$ cat src/logic/sysref_gen_pkg.sv
// Constants, register map and carrier types of the SYSREF pattern generator.
// Assumes one clock (clk) and a byte-wide register access port on that clock.
//
// Summary of operation
// Input clock comes from the oscillator input or second-stage loop feedback.
// Fixed divide by two, then 16-bit divider K; total division is 2 x K.
// Divider K is split over byte registers 0x0400 (low) and 0x0401 (high).
// Pulses start only on divider boundaries, aligned to the other outputs.
// Bit 7 of 0x0402 selects software bits or the request pin as source.
// Software control is level sensitive; with bit 6 clear, bit 5 triggers.
// Software burst: bit 5 rising starts N pulses; device then clears bit 5.
// Software continuous: pulses run while bit 5 is one; clearing it stops.
// Pin level burst: pin rising starts N pulses; pin must drop before next.
// Pin level continuous: pin high runs the train, pin low stops it.
// Pin edge mode (bit 6 set): bit 5 picks rising or falling active edge.
// Edge burst: active edge starts N pulses; edges during the burst ignored.
// Edge continuous: an active edge starts the pulse train.
// Output mode 00: N pulses per request, then output held low.
// Burst code 001..101 gives 1,2,4,6,8 pulses; 110 and 111 give one.
// Output mode 01: continuous clock at input rate over 2 x K.
// Output mode 11 holds output low; code 10 is invalid.
// Generator drives SYSREF only when source mode bits 7:6 are 1x.
// Controller waits for loop lock before issuing any request.
// Each pulse is high K input periods, low K input periods.
// Burst code 000 is treated as a single pulse.

package sysref_gen_pkg;

   // Register offsets
   localparam logic [15:0] DIV_LOW_ADDR = 16'h0400;
   localparam logic [15:0] DIV_HIGH_ADDR = 16'h0401;
   localparam logic [15:0] TRIG_CTRL_ADDR = 16'h0402;
   localparam logic [15:0] OUT_CFG_ADDR = 16'h0403;

   // Values after reset
   localparam logic [7:0] DIV_LOW_RST = 8'h00;
   localparam logic [7:0] DIV_HIGH_RST = 8'h00;
   localparam logic [7:0] TRIG_CTRL_RST = 8'h00;
   localparam logic [7:0] OUT_CFG_RST = 8'h00;

   // Field positions in request_trigger_control
   localparam int PIN_CTRL_BIT = 7;
   localparam int EDGE_MODE_BIT = 6;
   localparam int TRIG_BIT = 5;
   localparam int CLK_SRC_BIT = 4;

   // Field positions in pattern_output_config
   localparam int SRC_MODE_BIT = 7;
   localparam int OUT_MODE_HI = 5;
   localparam int OUT_MODE_LO = 4;
   localparam int BURST_HI = 3;
   localparam int BURST_LO = 1;

   // Decoded configuration travelling into the generator core
   typedef struct packed {
      logic pin_ctrl;
      logic edge_mode;
      logic trig;
      logic clk_src;
      logic enabled;
      logic continuous;
      logic [3:0] burst_len;
   } gen_cfg_t;

   typedef enum logic [1:0] {
      ST_IDLE,
      ST_BURST,
      ST_CONT,
      ST_HOLD
   } gen_state_t;

   // Burst code to pulse count; unlisted codes give one pulse
   function automatic logic [3:0] burst_len_of(input logic [2:0] code);
      logic [3:0] n;
      n = 4'h1;
      unique case (code)
         3'h2: n = 4'h2;
         3'h3: n = 4'h4;
         3'h4: n = 4'h6;
         3'h5: n = 4'h8;
         default: n = 4'h1;
      endcase
      return n;
   endfunction

endpackage

$ cat src/logic/request_pin_sync.sv
// Synchroniser and edge detector for the asynchronous run request pin.
// Assumes the pin may change at any time relative to clk.
`timescale 1ns/1ps

module request_pin_sync (
   // Clock and reset
   input wire logic clk,
   input wire logic resetn,
   // Pin side
   input wire logic pin,
   // Synchronised results
   output logic level,
   output logic rise,
   output logic fall
);

   logic meta_r, meta_nxt;
   logic sync_r, sync_nxt;
   logic prev_r, prev_nxt;

   // First stage feeds only the second; edges look at stages two and three
   always_comb begin
      meta_nxt = pin;
      sync_nxt = meta_r;
      prev_nxt = sync_r;
   end

   always_ff @(posedge clk) begin
      if (!resetn) begin
         meta_r <= 1'b0;
         sync_r <= 1'b0;
         prev_r <= 1'b0;
      end else begin
         meta_r <= meta_nxt;
         sync_r <= sync_nxt;
         prev_r <= prev_nxt;
      end
   end

   assign level = sync_r;
   assign rise = sync_r & ~prev_r;
   assign fall = ~sync_r & prev_r;

endmodule

$ cat src/logic/pattern_divider.sv
// Free-running half-period timer: divide by K, then toggle (the fixed /2).
// Assumes tick is a one-cycle strobe per input clock period on clk.
`timescale 1ns/1ps

module pattern_divider #(
   parameter int KW = 16
) (
   // Clock and reset
   input wire logic clk,
   input wire logic resetn,
   // Input clock strobe and divider value
   input wire logic tick,
   input wire logic [KW-1:0] k,
   // Period boundaries
   output logic phase,
   output logic rise_evt,
   output logic fall_evt
);

   logic [KW-1:0] cnt_r, cnt_nxt;
   logic phase_r, phase_nxt;
   logic [KW-1:0] k_last;
   logic wrap;

   // K of zero runs as one so the timer never stalls; >= copes with K shrinking
   always_comb begin
      k_last = (k == '0) ? '0 : k - 1'b1;
      wrap = tick && (cnt_r >= k_last);
      cnt_nxt = cnt_r;
      if (tick) begin
         cnt_nxt = wrap ? '0 : cnt_r + 1'b1;
      end
      phase_nxt = wrap ? ~phase_r : phase_r;
   end

   always_ff @(posedge clk) begin
      if (!resetn) begin
         cnt_r <= '0;
         phase_r <= 1'b0;
      end else begin
         cnt_r <= cnt_nxt;
         phase_r <= phase_nxt;
      end
   end

   assign phase = phase_r;
   assign rise_evt = wrap & ~phase_r;
   assign fall_evt = wrap & phase_r;

endmodule

$ cat src/logic/sysref_pattern_generator.sv
// SYSREF pattern generator: registers, request handling, pulse sequencing.
// Assumes osc_tick and loop_fb_tick are one-cycle strobes on clk, one per
// period of the oscillator input and the second-stage loop feedback node,
// and that the register access port is driven from logic on clk.
`timescale 1ns/1ps

module sysref_pattern_generator
   import sysref_gen_pkg::*;
#(
   parameter int KW = 16
) (
   // Clock and reset
   input wire logic clk,
   input wire logic resetn,
   // Generator input clock strobes
   input wire logic osc_tick,
   input wire logic loop_fb_tick,
   // External request
   input wire logic run_request_pin,
   // Register write port
   input wire logic wr_en,
   input wire logic [15:0] wr_addr,
   input wire logic [7:0] wr_data,
   // Register read port
   input wire logic rd_en,
   input wire logic [15:0] rd_addr,
   output logic [7:0] rd_data,
   // Pattern output and status
   output logic sysref_out,
   output logic gen_active
);

   // Register file
   logic [7:0] div_low_r, div_low_nxt;
   logic [7:0] div_high_r, div_high_nxt;
   logic [7:0] trig_ctrl_r, trig_ctrl_nxt;
   logic [7:0] out_cfg_r, out_cfg_nxt;
   logic [7:0] rd_data_r, rd_data_nxt;

   // Sequencer state
   gen_state_t state_r, state_nxt;
   logic [3:0] pulses_r, pulses_nxt;
   logic pend_r, pend_nxt;
   logic out_r, out_nxt;
   logic active_r, active_nxt;
   logic hw_clr;

   // Decoded configuration and helper signals
   gen_cfg_t cfg;
   logic [KW-1:0] k_val;
   logic tick;
   logic pin_level, pin_rise, pin_fall;
   logic rise_evt, fall_evt;
   logic active_edge;
   logic go;
   logic stop_now;

   // Decode configuration from the register file
   always_comb begin
      k_val = KW'({div_high_r, div_low_r});
      cfg.pin_ctrl = trig_ctrl_r[PIN_CTRL_BIT];
      cfg.edge_mode = trig_ctrl_r[EDGE_MODE_BIT];
      cfg.trig = trig_ctrl_r[TRIG_BIT];
      cfg.clk_src = trig_ctrl_r[CLK_SRC_BIT];
      // Only source mode 1x with output mode 00 or 01 may drive pulses
      cfg.enabled = out_cfg_r[SRC_MODE_BIT]
         && !out_cfg_r[OUT_MODE_HI];
      cfg.continuous = out_cfg_r[OUT_MODE_LO];
      cfg.burst_len = burst_len_of(out_cfg_r[BURST_HI:BURST_LO]);
   end

   // Input clock select between oscillator and loop feedback strobes
   assign tick = cfg.clk_src ? loop_fb_tick : osc_tick;

   request_pin_sync u_pin_sync (
      .clk(clk),
      .resetn(resetn),
      .pin(run_request_pin),
      .level(pin_level),
      .rise(pin_rise),
      .fall(pin_fall)
   );

   // Timer runs freely so every start lands on a common boundary
   pattern_divider #(
      .KW(KW)
   ) u_divider (
      .clk(clk),
      .resetn(resetn),
      .tick(tick),
      .k(k_val),
      .phase(),
      .rise_evt(rise_evt),
      .fall_evt(fall_evt)
   );

   // Request qualification for each control method
   always_comb begin
      // In edge mode bit 5 chooses rising (1) or falling (0)
      active_edge = cfg.trig ? pin_rise : pin_fall;
      if (!cfg.pin_ctrl) begin
         // Software control always follows the level of bit 5
         go = cfg.trig;
      end else if (cfg.edge_mode) begin
         go = pend_r;
      end else begin
         // Level continuous also needs the pin still high at the boundary
         go = pend_r && (!cfg.continuous || pin_level);
      end
      if (!cfg.pin_ctrl) begin
         stop_now = !cfg.trig;
      end else if (cfg.edge_mode) begin
         stop_now = pend_r;
      end else begin
         stop_now = !pin_level;
      end
   end

   // Sequencer next state
   always_comb begin
      state_nxt = state_r;
      pulses_nxt = pulses_r;
      pend_nxt = pend_r;
      out_nxt = out_r;
      hw_clr = 1'b0;
      unique case (state_r)
         ST_IDLE: begin
            out_nxt = 1'b0;
            if (cfg.pin_ctrl) begin
               if (cfg.edge_mode ? active_edge : pin_rise) begin
                  pend_nxt = 1'b1;
               end
            end else begin
               pend_nxt = 1'b0;
            end
            // Starting only on a rising boundary keeps pulses aligned
            if (rise_evt && go) begin
               out_nxt = 1'b1;
               pulses_nxt = '0;
               pend_nxt = 1'b0;
               state_nxt = cfg.continuous ? ST_CONT : ST_BURST;
            end
         end
         ST_BURST: begin
            // Edges and pin returns during a burst change nothing
            pend_nxt = 1'b0;
            if (rise_evt) begin
               out_nxt = 1'b1;
            end
            if (fall_evt) begin
               out_nxt = 1'b0;
               pulses_nxt = pulses_r + 4'h1;
               if (pulses_r + 4'h1 >= cfg.burst_len) begin
                  pulses_nxt = '0;
                  if (!cfg.pin_ctrl) begin
                     hw_clr = 1'b1;
                     state_nxt = ST_IDLE;
                  end else if (!cfg.edge_mode) begin
                     state_nxt = ST_HOLD;
                  end else begin
                     state_nxt = ST_IDLE;
                  end
               end
            end
         end
         ST_CONT: begin
            // A further active edge in edge mode is kept as a stop request
            if (cfg.pin_ctrl && cfg.edge_mode && active_edge) begin
               pend_nxt = 1'b1;
            end
            if (rise_evt) begin
               out_nxt = 1'b1;
            end
            if (fall_evt) begin
               out_nxt = 1'b0;
               // Stopping at a falling boundary never truncates a pulse
               if (stop_now) begin
                  pend_nxt = 1'b0;
                  state_nxt = ST_IDLE;
               end
            end
         end
         ST_HOLD: begin
            // Pin must return low before a new rising edge counts
            pend_nxt = 1'b0;
            if (!pin_level) begin
               state_nxt = ST_IDLE;
            end
         end
      endcase
      // Stop or invalid mode, or an external source, forces output low
      if (!cfg.enabled) begin
         state_nxt = ST_IDLE;
         out_nxt = 1'b0;
         pend_nxt = 1'b0;
         pulses_nxt = '0;
      end
      active_nxt = (state_nxt != ST_IDLE);
   end

   always_ff @(posedge clk) begin
      if (!resetn) begin
         state_r <= ST_IDLE;
         pulses_r <= '0;
         pend_r <= 1'b0;
         out_r <= 1'b0;
         active_r <= 1'b0;
      end else begin
         state_r <= state_nxt;
         pulses_r <= pulses_nxt;
         pend_r <= pend_nxt;
         out_r <= out_nxt;
         active_r <= active_nxt;
      end
   end

   // Register writes; a software write in the clearing cycle wins
   always_comb begin
      div_low_nxt = div_low_r;
      div_high_nxt = div_high_r;
      trig_ctrl_nxt = trig_ctrl_r;
      out_cfg_nxt = out_cfg_r;
      if (hw_clr) begin
         trig_ctrl_nxt[TRIG_BIT] = 1'b0;
      end
      if (wr_en) begin
         unique case (wr_addr)
            DIV_LOW_ADDR: div_low_nxt = wr_data;
            DIV_HIGH_ADDR: div_high_nxt = wr_data;
            TRIG_CTRL_ADDR: trig_ctrl_nxt = wr_data;
            OUT_CFG_ADDR: out_cfg_nxt = wr_data;
            default: ;
         endcase
      end
   end

   // Register reads answer one cycle later; unmapped offsets read zero
   always_comb begin
      rd_data_nxt = rd_data_r;
      if (rd_en) begin
         unique case (rd_addr)
            DIV_LOW_ADDR: rd_data_nxt = div_low_r;
            DIV_HIGH_ADDR: rd_data_nxt = div_high_r;
            TRIG_CTRL_ADDR: rd_data_nxt = trig_ctrl_r;
            OUT_CFG_ADDR: rd_data_nxt = out_cfg_r;
            default: rd_data_nxt = 8'h00;
         endcase
      end
   end

   always_ff @(posedge clk) begin
      if (!resetn) begin
         div_low_r <= DIV_LOW_RST;
         div_high_r <= DIV_HIGH_RST;
         trig_ctrl_r <= TRIG_CTRL_RST;
         out_cfg_r <= OUT_CFG_RST;
         rd_data_r <= 8'h00;
      end else begin
         div_low_r <= div_low_nxt;
         div_high_r <= div_high_nxt;
         trig_ctrl_r <= trig_ctrl_nxt;
         out_cfg_r <= out_cfg_nxt;
         rd_data_r <= rd_data_nxt;
      end
   end

   // All outputs come straight from flip-flops
   assign sysref_out = out_r;
   assign gen_active = active_r;
   assign rd_data = rd_data_r;

endmodule

$ cat config.mk
export PLATFORM = sky130hd
export DESIGN_NAME = sysref_pattern_generator
export DESIGN_NICKNAME = d
export VERILOG_FILES = /design/src/logic/sysref_gen_pkg.sv /design/src/logic/request_pin_sync.sv /design/src/logic/pattern_divider.sv /design/src/logic/sysref_pattern_generator.sv
export SDC_FILE = /design/constraint.sdc
export NUM_CORES = 1
export LEC_CHECK = 0
export BUFFER_PORTS_ARGS = -buffer_cell sky130_fd_sc_hd__buf_2
export CAP_MARGIN = 10
export CORE_MARGIN = 2
export CORE_UTILIZATION = 50
export CTS_CLUSTER_SIZE = 20
export DETAILED_ROUTE_END_ITERATION = 16
export GPL_TIMING_DRIVEN = 1
export PLACE_DENSITY = 0.74
export SLEW_MARGIN = 20
export SYNTH_ARGS = -nofsm -noshare
export SYNTH_HDL_FRONTEND = slang
export SYNTH_SLANG_ARGS = --single-unit
$ cat constraint.sdc
create_clock -name clk -period 3.5 [get_ports clk]
set_clock_uncertainty 0.1 [all_clocks]
set_input_delay 0.175 -clock clk [delete_from_list [all_inputs] [get_ports clk]]
set_output_delay 0.175 -clock clk [all_outputs]
set_load 0.01 [all_outputs]
==> results of run 1 <==
## area by class of cell
cell class | count | area, µm²
Timing Repair Buffer | 74 | 417.9
Clock buffer | 9 | 123.9
Sequential cell | 69 | 1383
Inverter | 14 | 52.55
Fill cell | 717 | 3124
Multi-Input combinational cell | 383 | 2861
Tap cell | 105 | 131.4
Clock inverter | 7 | 81.33
## stage by stage
stage	TNS, ns	setup slack [ns]	hold slack [ns]	cell area, µm²
6_report	0	0.1050	0.04289	5051
5_1_grt	-0.6226	-0.09742	0.04828	5051
4_1_cts	0	0.01442	0.04074	4860
3_5_place_dp	0	0.08362	0.2899	4644
3_3_place_gp	0	0.1832	0.2829	4644
2_1_floorplan	0	0.01257	0.2023	4209
## registers in the layout (all words and copies together) (netlist names), 2 cells and up
name             count
trig_ctrl_r          8
div_low_r            8
pulses_r             4
div_high_r           8
rd_data              8
state_r              2
u_divider.cnt_r     16
out_cfg_r            8
## worst register-to-register path, delay by kind of cell (launching register included)
kind                       cells  cell delay [ns]
xor gates and xnor gates       1             0.16
buffers and inverters          1             0.19
AOI/OAI and AO/OA              4             0.57
DFF                            1             0.34
and+or+nand+nor                7             1.68
adders and majority gates      1             0.28
## report_power, final
part | total [mW] | leakage, nW | switching (mW) | internal [mW]
Combinational | 0.0763 | 1.26 | 0.0396 | 0.0367
Clock | 0.687 | 0.100 | 0.349 | 0.337
Sequential | 0.791 | 0.557 | 0.00383 | 0.787
Total | 1.55 | 1.92 | 0.393 | 1.16
## synth_stat cells, drive strengths merged, types with 4 or more instances
| library cell | instances | area (µm²) |
|---|---|---|
| a21o | 4 | 37.53 |
| xor2 | 20 | 175.2 |
| xnor2 | 11 | 96.34 |
| o21a | 9 | 67.56 |
| nor4b | 5 | 50.04 |
| nand2b | 5 | 31.28 |
| clkbuf | 11 | 41.29 |
| nand3 | 9 | 45.04 |
| nor3 | 10 | 77.57 |
| or3 | 4 | 30.03 |
| o21ai | 8 | 43.79 |
| ha | 29 | 362.9 |
| and2 | 9 | 56.30 |
| buf | 4 | 25.02 |
| nand4 | 7 | 43.79 |
| nand2 | 43 | 163.9 |
| or2 | 6 | 37.54 |
| a22oi | 17 | 127.6 |
| nor2 | 38 | 142.6 |
| inv | 14 | 52.55 |
| dfxtp | 69 | 1381 |
| nor2b | 48 | 300.3 |
| mux2i | 32 | 320.3 |
| a21oi | 25 | 128.9 |
| nor4 | 9 | 56.30 |
## per-layer routing
layer	routed length [µm]	part of all wire, %	up-vias
met5	0	0	-
met4	241	2.4	0
met3	408	4.0	17
met2	4935	49	86
met1	4558	45	1723
li1	-	-	1838
## what timing repair did
item	4_1_cts	5_1_grt
endpoints found under the hold margin	1	0
hold buffers	1	0
endpoints found under the setup margin	0	26
setup buffers	0	5
resized for setup	0	28
## cells by family after synthesis
kind of cell,after synthesis
buffers and inverters,29
XOR/XNOR,31
AO/OA/AOI/OAI,85
AND/OR/NAND/NOR,205
adder cells (fa/ha/maj),29
flip-flops,69
multiplexers,33
## final timing paths
kind | slack, ns | from | endpoint | depth (start not counted)
max reg2reg | 0.10 | div_low_r[6]$_SDFFE_PN0P_ | pulses_r[2]$_SDFFE_PN0P_ | 14
min | 0.04 | wr_data[7] | out_cfg_r[7]$_SDFFE_PN0P_ | 3
max | 0.10 | div_low_r[6]$_SDFFE_PN0P_ | pulses_r[2]$_SDFFE_PN0P_ | 14
min reg2reg | 0.35 | u_pin_sync.meta_r$_SDFF_PN0_ | u_pin_sync.level$_SDFF_PN0_ | 1
==> results.toml, run 1 <==
[power]
p_total_mw = 1.554
max-vdd-ir-drop_v = 0.0001845
power_density_nw_per_um2 = 307.6
p_leak_nw = 1.920

[worst_setup_path]
critPathTopFamily = "simple AND/OR/NAND/NOR gates"
worstPathRequired_ns = 3.68
path_class = "reg -> reg"
cp.arrival_ns = 3.58
critical_path.slowest_cell = "or4_1"
crit_buf_inv = 1
critPathMostFrequentCell = "nor4_4"
end_kind = "flop"
cp_slowest_stage_delay_ns = 0.47
crit_chain = "nor4_4 -> buf_4 -> nand3_4 -> nor4_4 -> xor2_1 -> nand2_1 -> ha_4 -> nand4_1 -> nor2_1 -> a22o_1 -> a21o_4 -> o21ai_4 -> or4_1 -> a21oi_1"
critPathMaxFanout = 7
startpoint_type = "flop"

[synthesis]
synth_flop_cell = "dfxtp_1"
synth_edf_count = 0
synth_compound_area_share_pct = 14.53
synth_top_family_by_area = "simple AND/OR/NAND/NOR gates"
synth_cells = 481
yosys_register_bits = 69
synthSimpleGateAreaFrac_pct = 26.79
yosys_warnings = 0
ys_seq_area_share_pct = 32.87
synthMuxAreaShare_pct = 7.889
syn_avg_cell_area_um2 = 8.738
synth_cell_types = 58
synth_fa_ha_area_share_pct = 8.634
synth_xor_area_share_pct = 6.460
synthesis.area_um2 = 4203
ys_async_sr_fraction_pct = 0
synth_nets = 557

[global_route]
globalRouteMet3Util_pct = 3.320
gr-total-overflow = 0
use_met1_pct = 30.28
busiest_layer = "met2"
grt_antenna_before_repair = 0
use_met2_pct = 37.41
grt_pass1_wl_um = 16370
grt_max_degree = 49
first_global_vias = 3428
grt_util_all_layers_pct = 22.99

[clock_tree]
cts_root_buf = "clkbuf_8"
clk_pin_slew_worst_paths_ns = 0.09
clockBufferDepth = 2
clk_latency_ns = 0.36
cts_tree = "done"
cts.sinks = 69
cts_made_buffers = 9
h-tree-depth = 3

[layout]
postLayoutCoreUtil_pct = 61.78
fin_nets = 627
final_cell_mix = "68 x dfxtp_1, 56 x buf_2, 47 x nor2b_1"
final_cells = 661
antenna_cells = 0
drive_gt1_share_pct = 22.48
area_delta_synth_final_pct = 20.18
final_common_cell = "dfxtp_1"

[sta]
finalSetupViolCount = 0
rsz0062_at_grt = "true"
maxClockFrequency_mhz = 294.5
post-route-min-period_ns = 3.395
slew-limit-headroom_pct = 50.64
slew_violations = 0
worst_pin_slew_ns = 0.7404
fin_crit_sh_pct = 97.00
hold_violations = 0

[drt]
drtIter0Drc = 136
wirelength_um = 10140
drtPass1Iterations = 4
ant_nets = 0
vias = 3664
wl_per_cell_um = 15.34
avgViaCountPerCell = 5.543
drcViolationCount = 0

[placement]
io_buffers = 56
dpl.hpwl_um = 7371
dp.cells = 639
globalplace.congestion = 0.8400

[run_status]
status = "finished clean"

[floorplan]
core-area_um2 = 8175
dieArea_um2 = 9155
fp-row-count = 33
io_pins = 57
die_w_um = 95.68
die_y_um = 95.68
floorplan.initialDensity_pct = 51.41

[run]
max-cap-violations = 0

[min_path]
hold_path_class = "in -> reg"
Note: power is estimated with default switching activity, not from simulation.
==> inputs of run 2 (changes only) <==
Settings changed: REMOVE_ABC_BUFFERS set to 1.
==> results.toml, run 2 (synthesized netlist as in run 1, its figures left out) <==
[power]
power_density_nw_per_um2 = 322.0
p_total_mw = 1.599
max-vdd-ir-drop_v = 0.0002233
p_leak_nw = 1.888

[sta]
maxClockFrequency_mhz = 294.1
setup_tns_ns = 0
post-route-min-period_ns = 3.400
fin_crit_sh_pct = 97.15
worst_pin_slew_ns = 0.6061
hold_violations = 0
slew_violations = 0
slew-limit-headroom_pct = 58.55
finalSetupViolCount = 0

[worst_setup_path]
critPathMaxFanout = 8
cp_slowest_stage_delay_ns = 0.54
path_class = "reg -> reg"
worstPathRequired_ns = 3.68
timing.rr.start = "div_high_r[0]$_SDFFE_PN0P_"
startpoint_type = "flop"
critical_path.slowest_cell = "nor3_1"
cp.arrival_ns = 3.58
critPathMostFrequentCell = "nand2_1"
end_kind = "flop"
startpoint = "div_high_r[0]$_SDFFE_PN0P_"
crit_chain = "nor3_1 -> nand2_1 -> nor4b_2 -> nand2_1 -> buf_4 -> nand2_1 -> ha_2 -> nor2_1 -> or3_4 -> o221ai_4 -> a21oi_4 -> nor3_1 -> a221oi_4 -> o22ai_2"

[global_route]
grt_util_all_layers_pct = 22.51
grt_max_degree = 48
first_global_vias = 3433
grt_antenna_before_repair = 0
gr-total-overflow = 0
grt_pass1_wl_um = 15810

[layout]
final_common_cell = "dfxtp_1"
final_cells = 658
final_cell_mix = "68 x dfxtp_1, 56 x buf_2, 48 x nor2b_1"
area_delta_synth_final_pct = 18.16
largest_reg_flops = 16
largest_register = "u_divider.cnt_r"
fin_nets = 624
drive_gt1_share_pct = 20.61
antenna_cells = 0

[clock_tree]
h-tree-depth = 3
clk_latency_ns = 0.35
clockBufferDepth = 2
cts_made_buffers = 9
cts_root_buf = "clkbuf_8"
cts.sinks = 69
cts_tree = "done"
clk_pin_slew_worst_paths_ns = 0.08

[floorplan]
die_w_um = 95.68
dieArea_um2 = 9155
fp-row-count = 33
die_y_um = 95.68
io_pins = 57
floorplan.initialDensity_pct = 51.41
core-area_um2 = 8175

[placement]
globalplace.congestion = 0.9184
dp.cells = 638
io_buffers = 56
dpl.hpwl_um = 7377

[drt]
drcViolationCount = 0
ant_nets = 0
avgViaCountPerCell = 5.584
vias = 3674
wl_per_cell_um = 15.00
drtPass1Iterations = 4
drtIter0Drc = 129
wirelength_um = 9869

[min_path]
hold_start = "wr_data[0]"
hold_path_class = "in -> reg"

[run]
max-cap-violations = 0

[run_status]
status = "finished clean"
-- run 2: cell count changes in the layout (fill, tap and decap cells not counted), sizes merged --
cell,change
clkbuf,+1
inv,-2
buf,-3
bufinv,+1
-- run 2: critical path: cells and delay by family, from the launching register on --
family | cells | cell delay (ns)
AOI/OAI and AO/OA | 4 | 0.63
adders and majority gates | 1 | 0.19
buffers and inverters | 1 | 0.17
DFF | 1 | 0.37
and+or+nand+nor | 8 | 1.86
-- run 2: repair_timing --
| action | CTS | global route |
|---|---|---|
| buffers inserted | 0 | 3 |
| gates resized for setup | 1 | 15 |
| hold endpoints to repair | 1 | 0 |
| pin swaps | 0 | 7 |
| hold buffers | 1 | 0 |
| endpoints found under the setup margin | 1 | 27 |
-- run 2: report_power, final --
group	switching [mW]	total [mW]	leakage, nW	internal [mW]
Sequential	0.00370	0.791	0.557	0.787
Combinational	0.0398	0.0771	1.22	0.0372
Clock	0.312	0.731	0.112	0.419
Total	0.356	1.60	1.89	1.24
-- run 2: final timing paths --
kind                                                     to  cells past startpoint  slack [ns]
worst max-delay path                  gen_active$_SDFF_PN0_                     14         0.1
worst min-delay path            trig_ctrl_r[0]$_SDFFE_PN0P_                      3        0.06
worst max register to register        gen_active$_SDFF_PN0_                     14         0.1
worst min register to register  u_pin_sync.level$_SDFF_PN0_                      1        0.34
-- run 2: area by class of cell --
class	instances	area [µm²]
clock inverters	6	86.33
well taps	105	131.4
multi-input cells	383	2780
repair buffers	71	395.4
flip-flops and latches	69	1383
clock buffers	10	137.6
fillers	710	3209
inverters	14	52.55
-- run 2: through the flow --
stage	setup slack, ns	hold slack (ns)	util [%]	cell area, µm²
after CTS	0.004225	0.04070	59.50	4865
after global routing	-0.04849	0.06487	60.74	4966
after global placement	0.1487	0.2982	56.64	4631
after detailed placement	0.02668	0.2989	56.64	4631
final	0.09972	0.05622	60.74	4966
after floorplan	0.04971	0.1925	-	4136
-- run 2: metal layers --
layer	part of all wire, %	vias up	wire length (µm)	track usage (%)
met5	0	-	0	0
li1	-	1838	-	-
met4	2.8	0	272	10.24
met1	44	1706	4388	28.52
met3	4.9	20	485	4.585
met2	48	110	4724	36.77
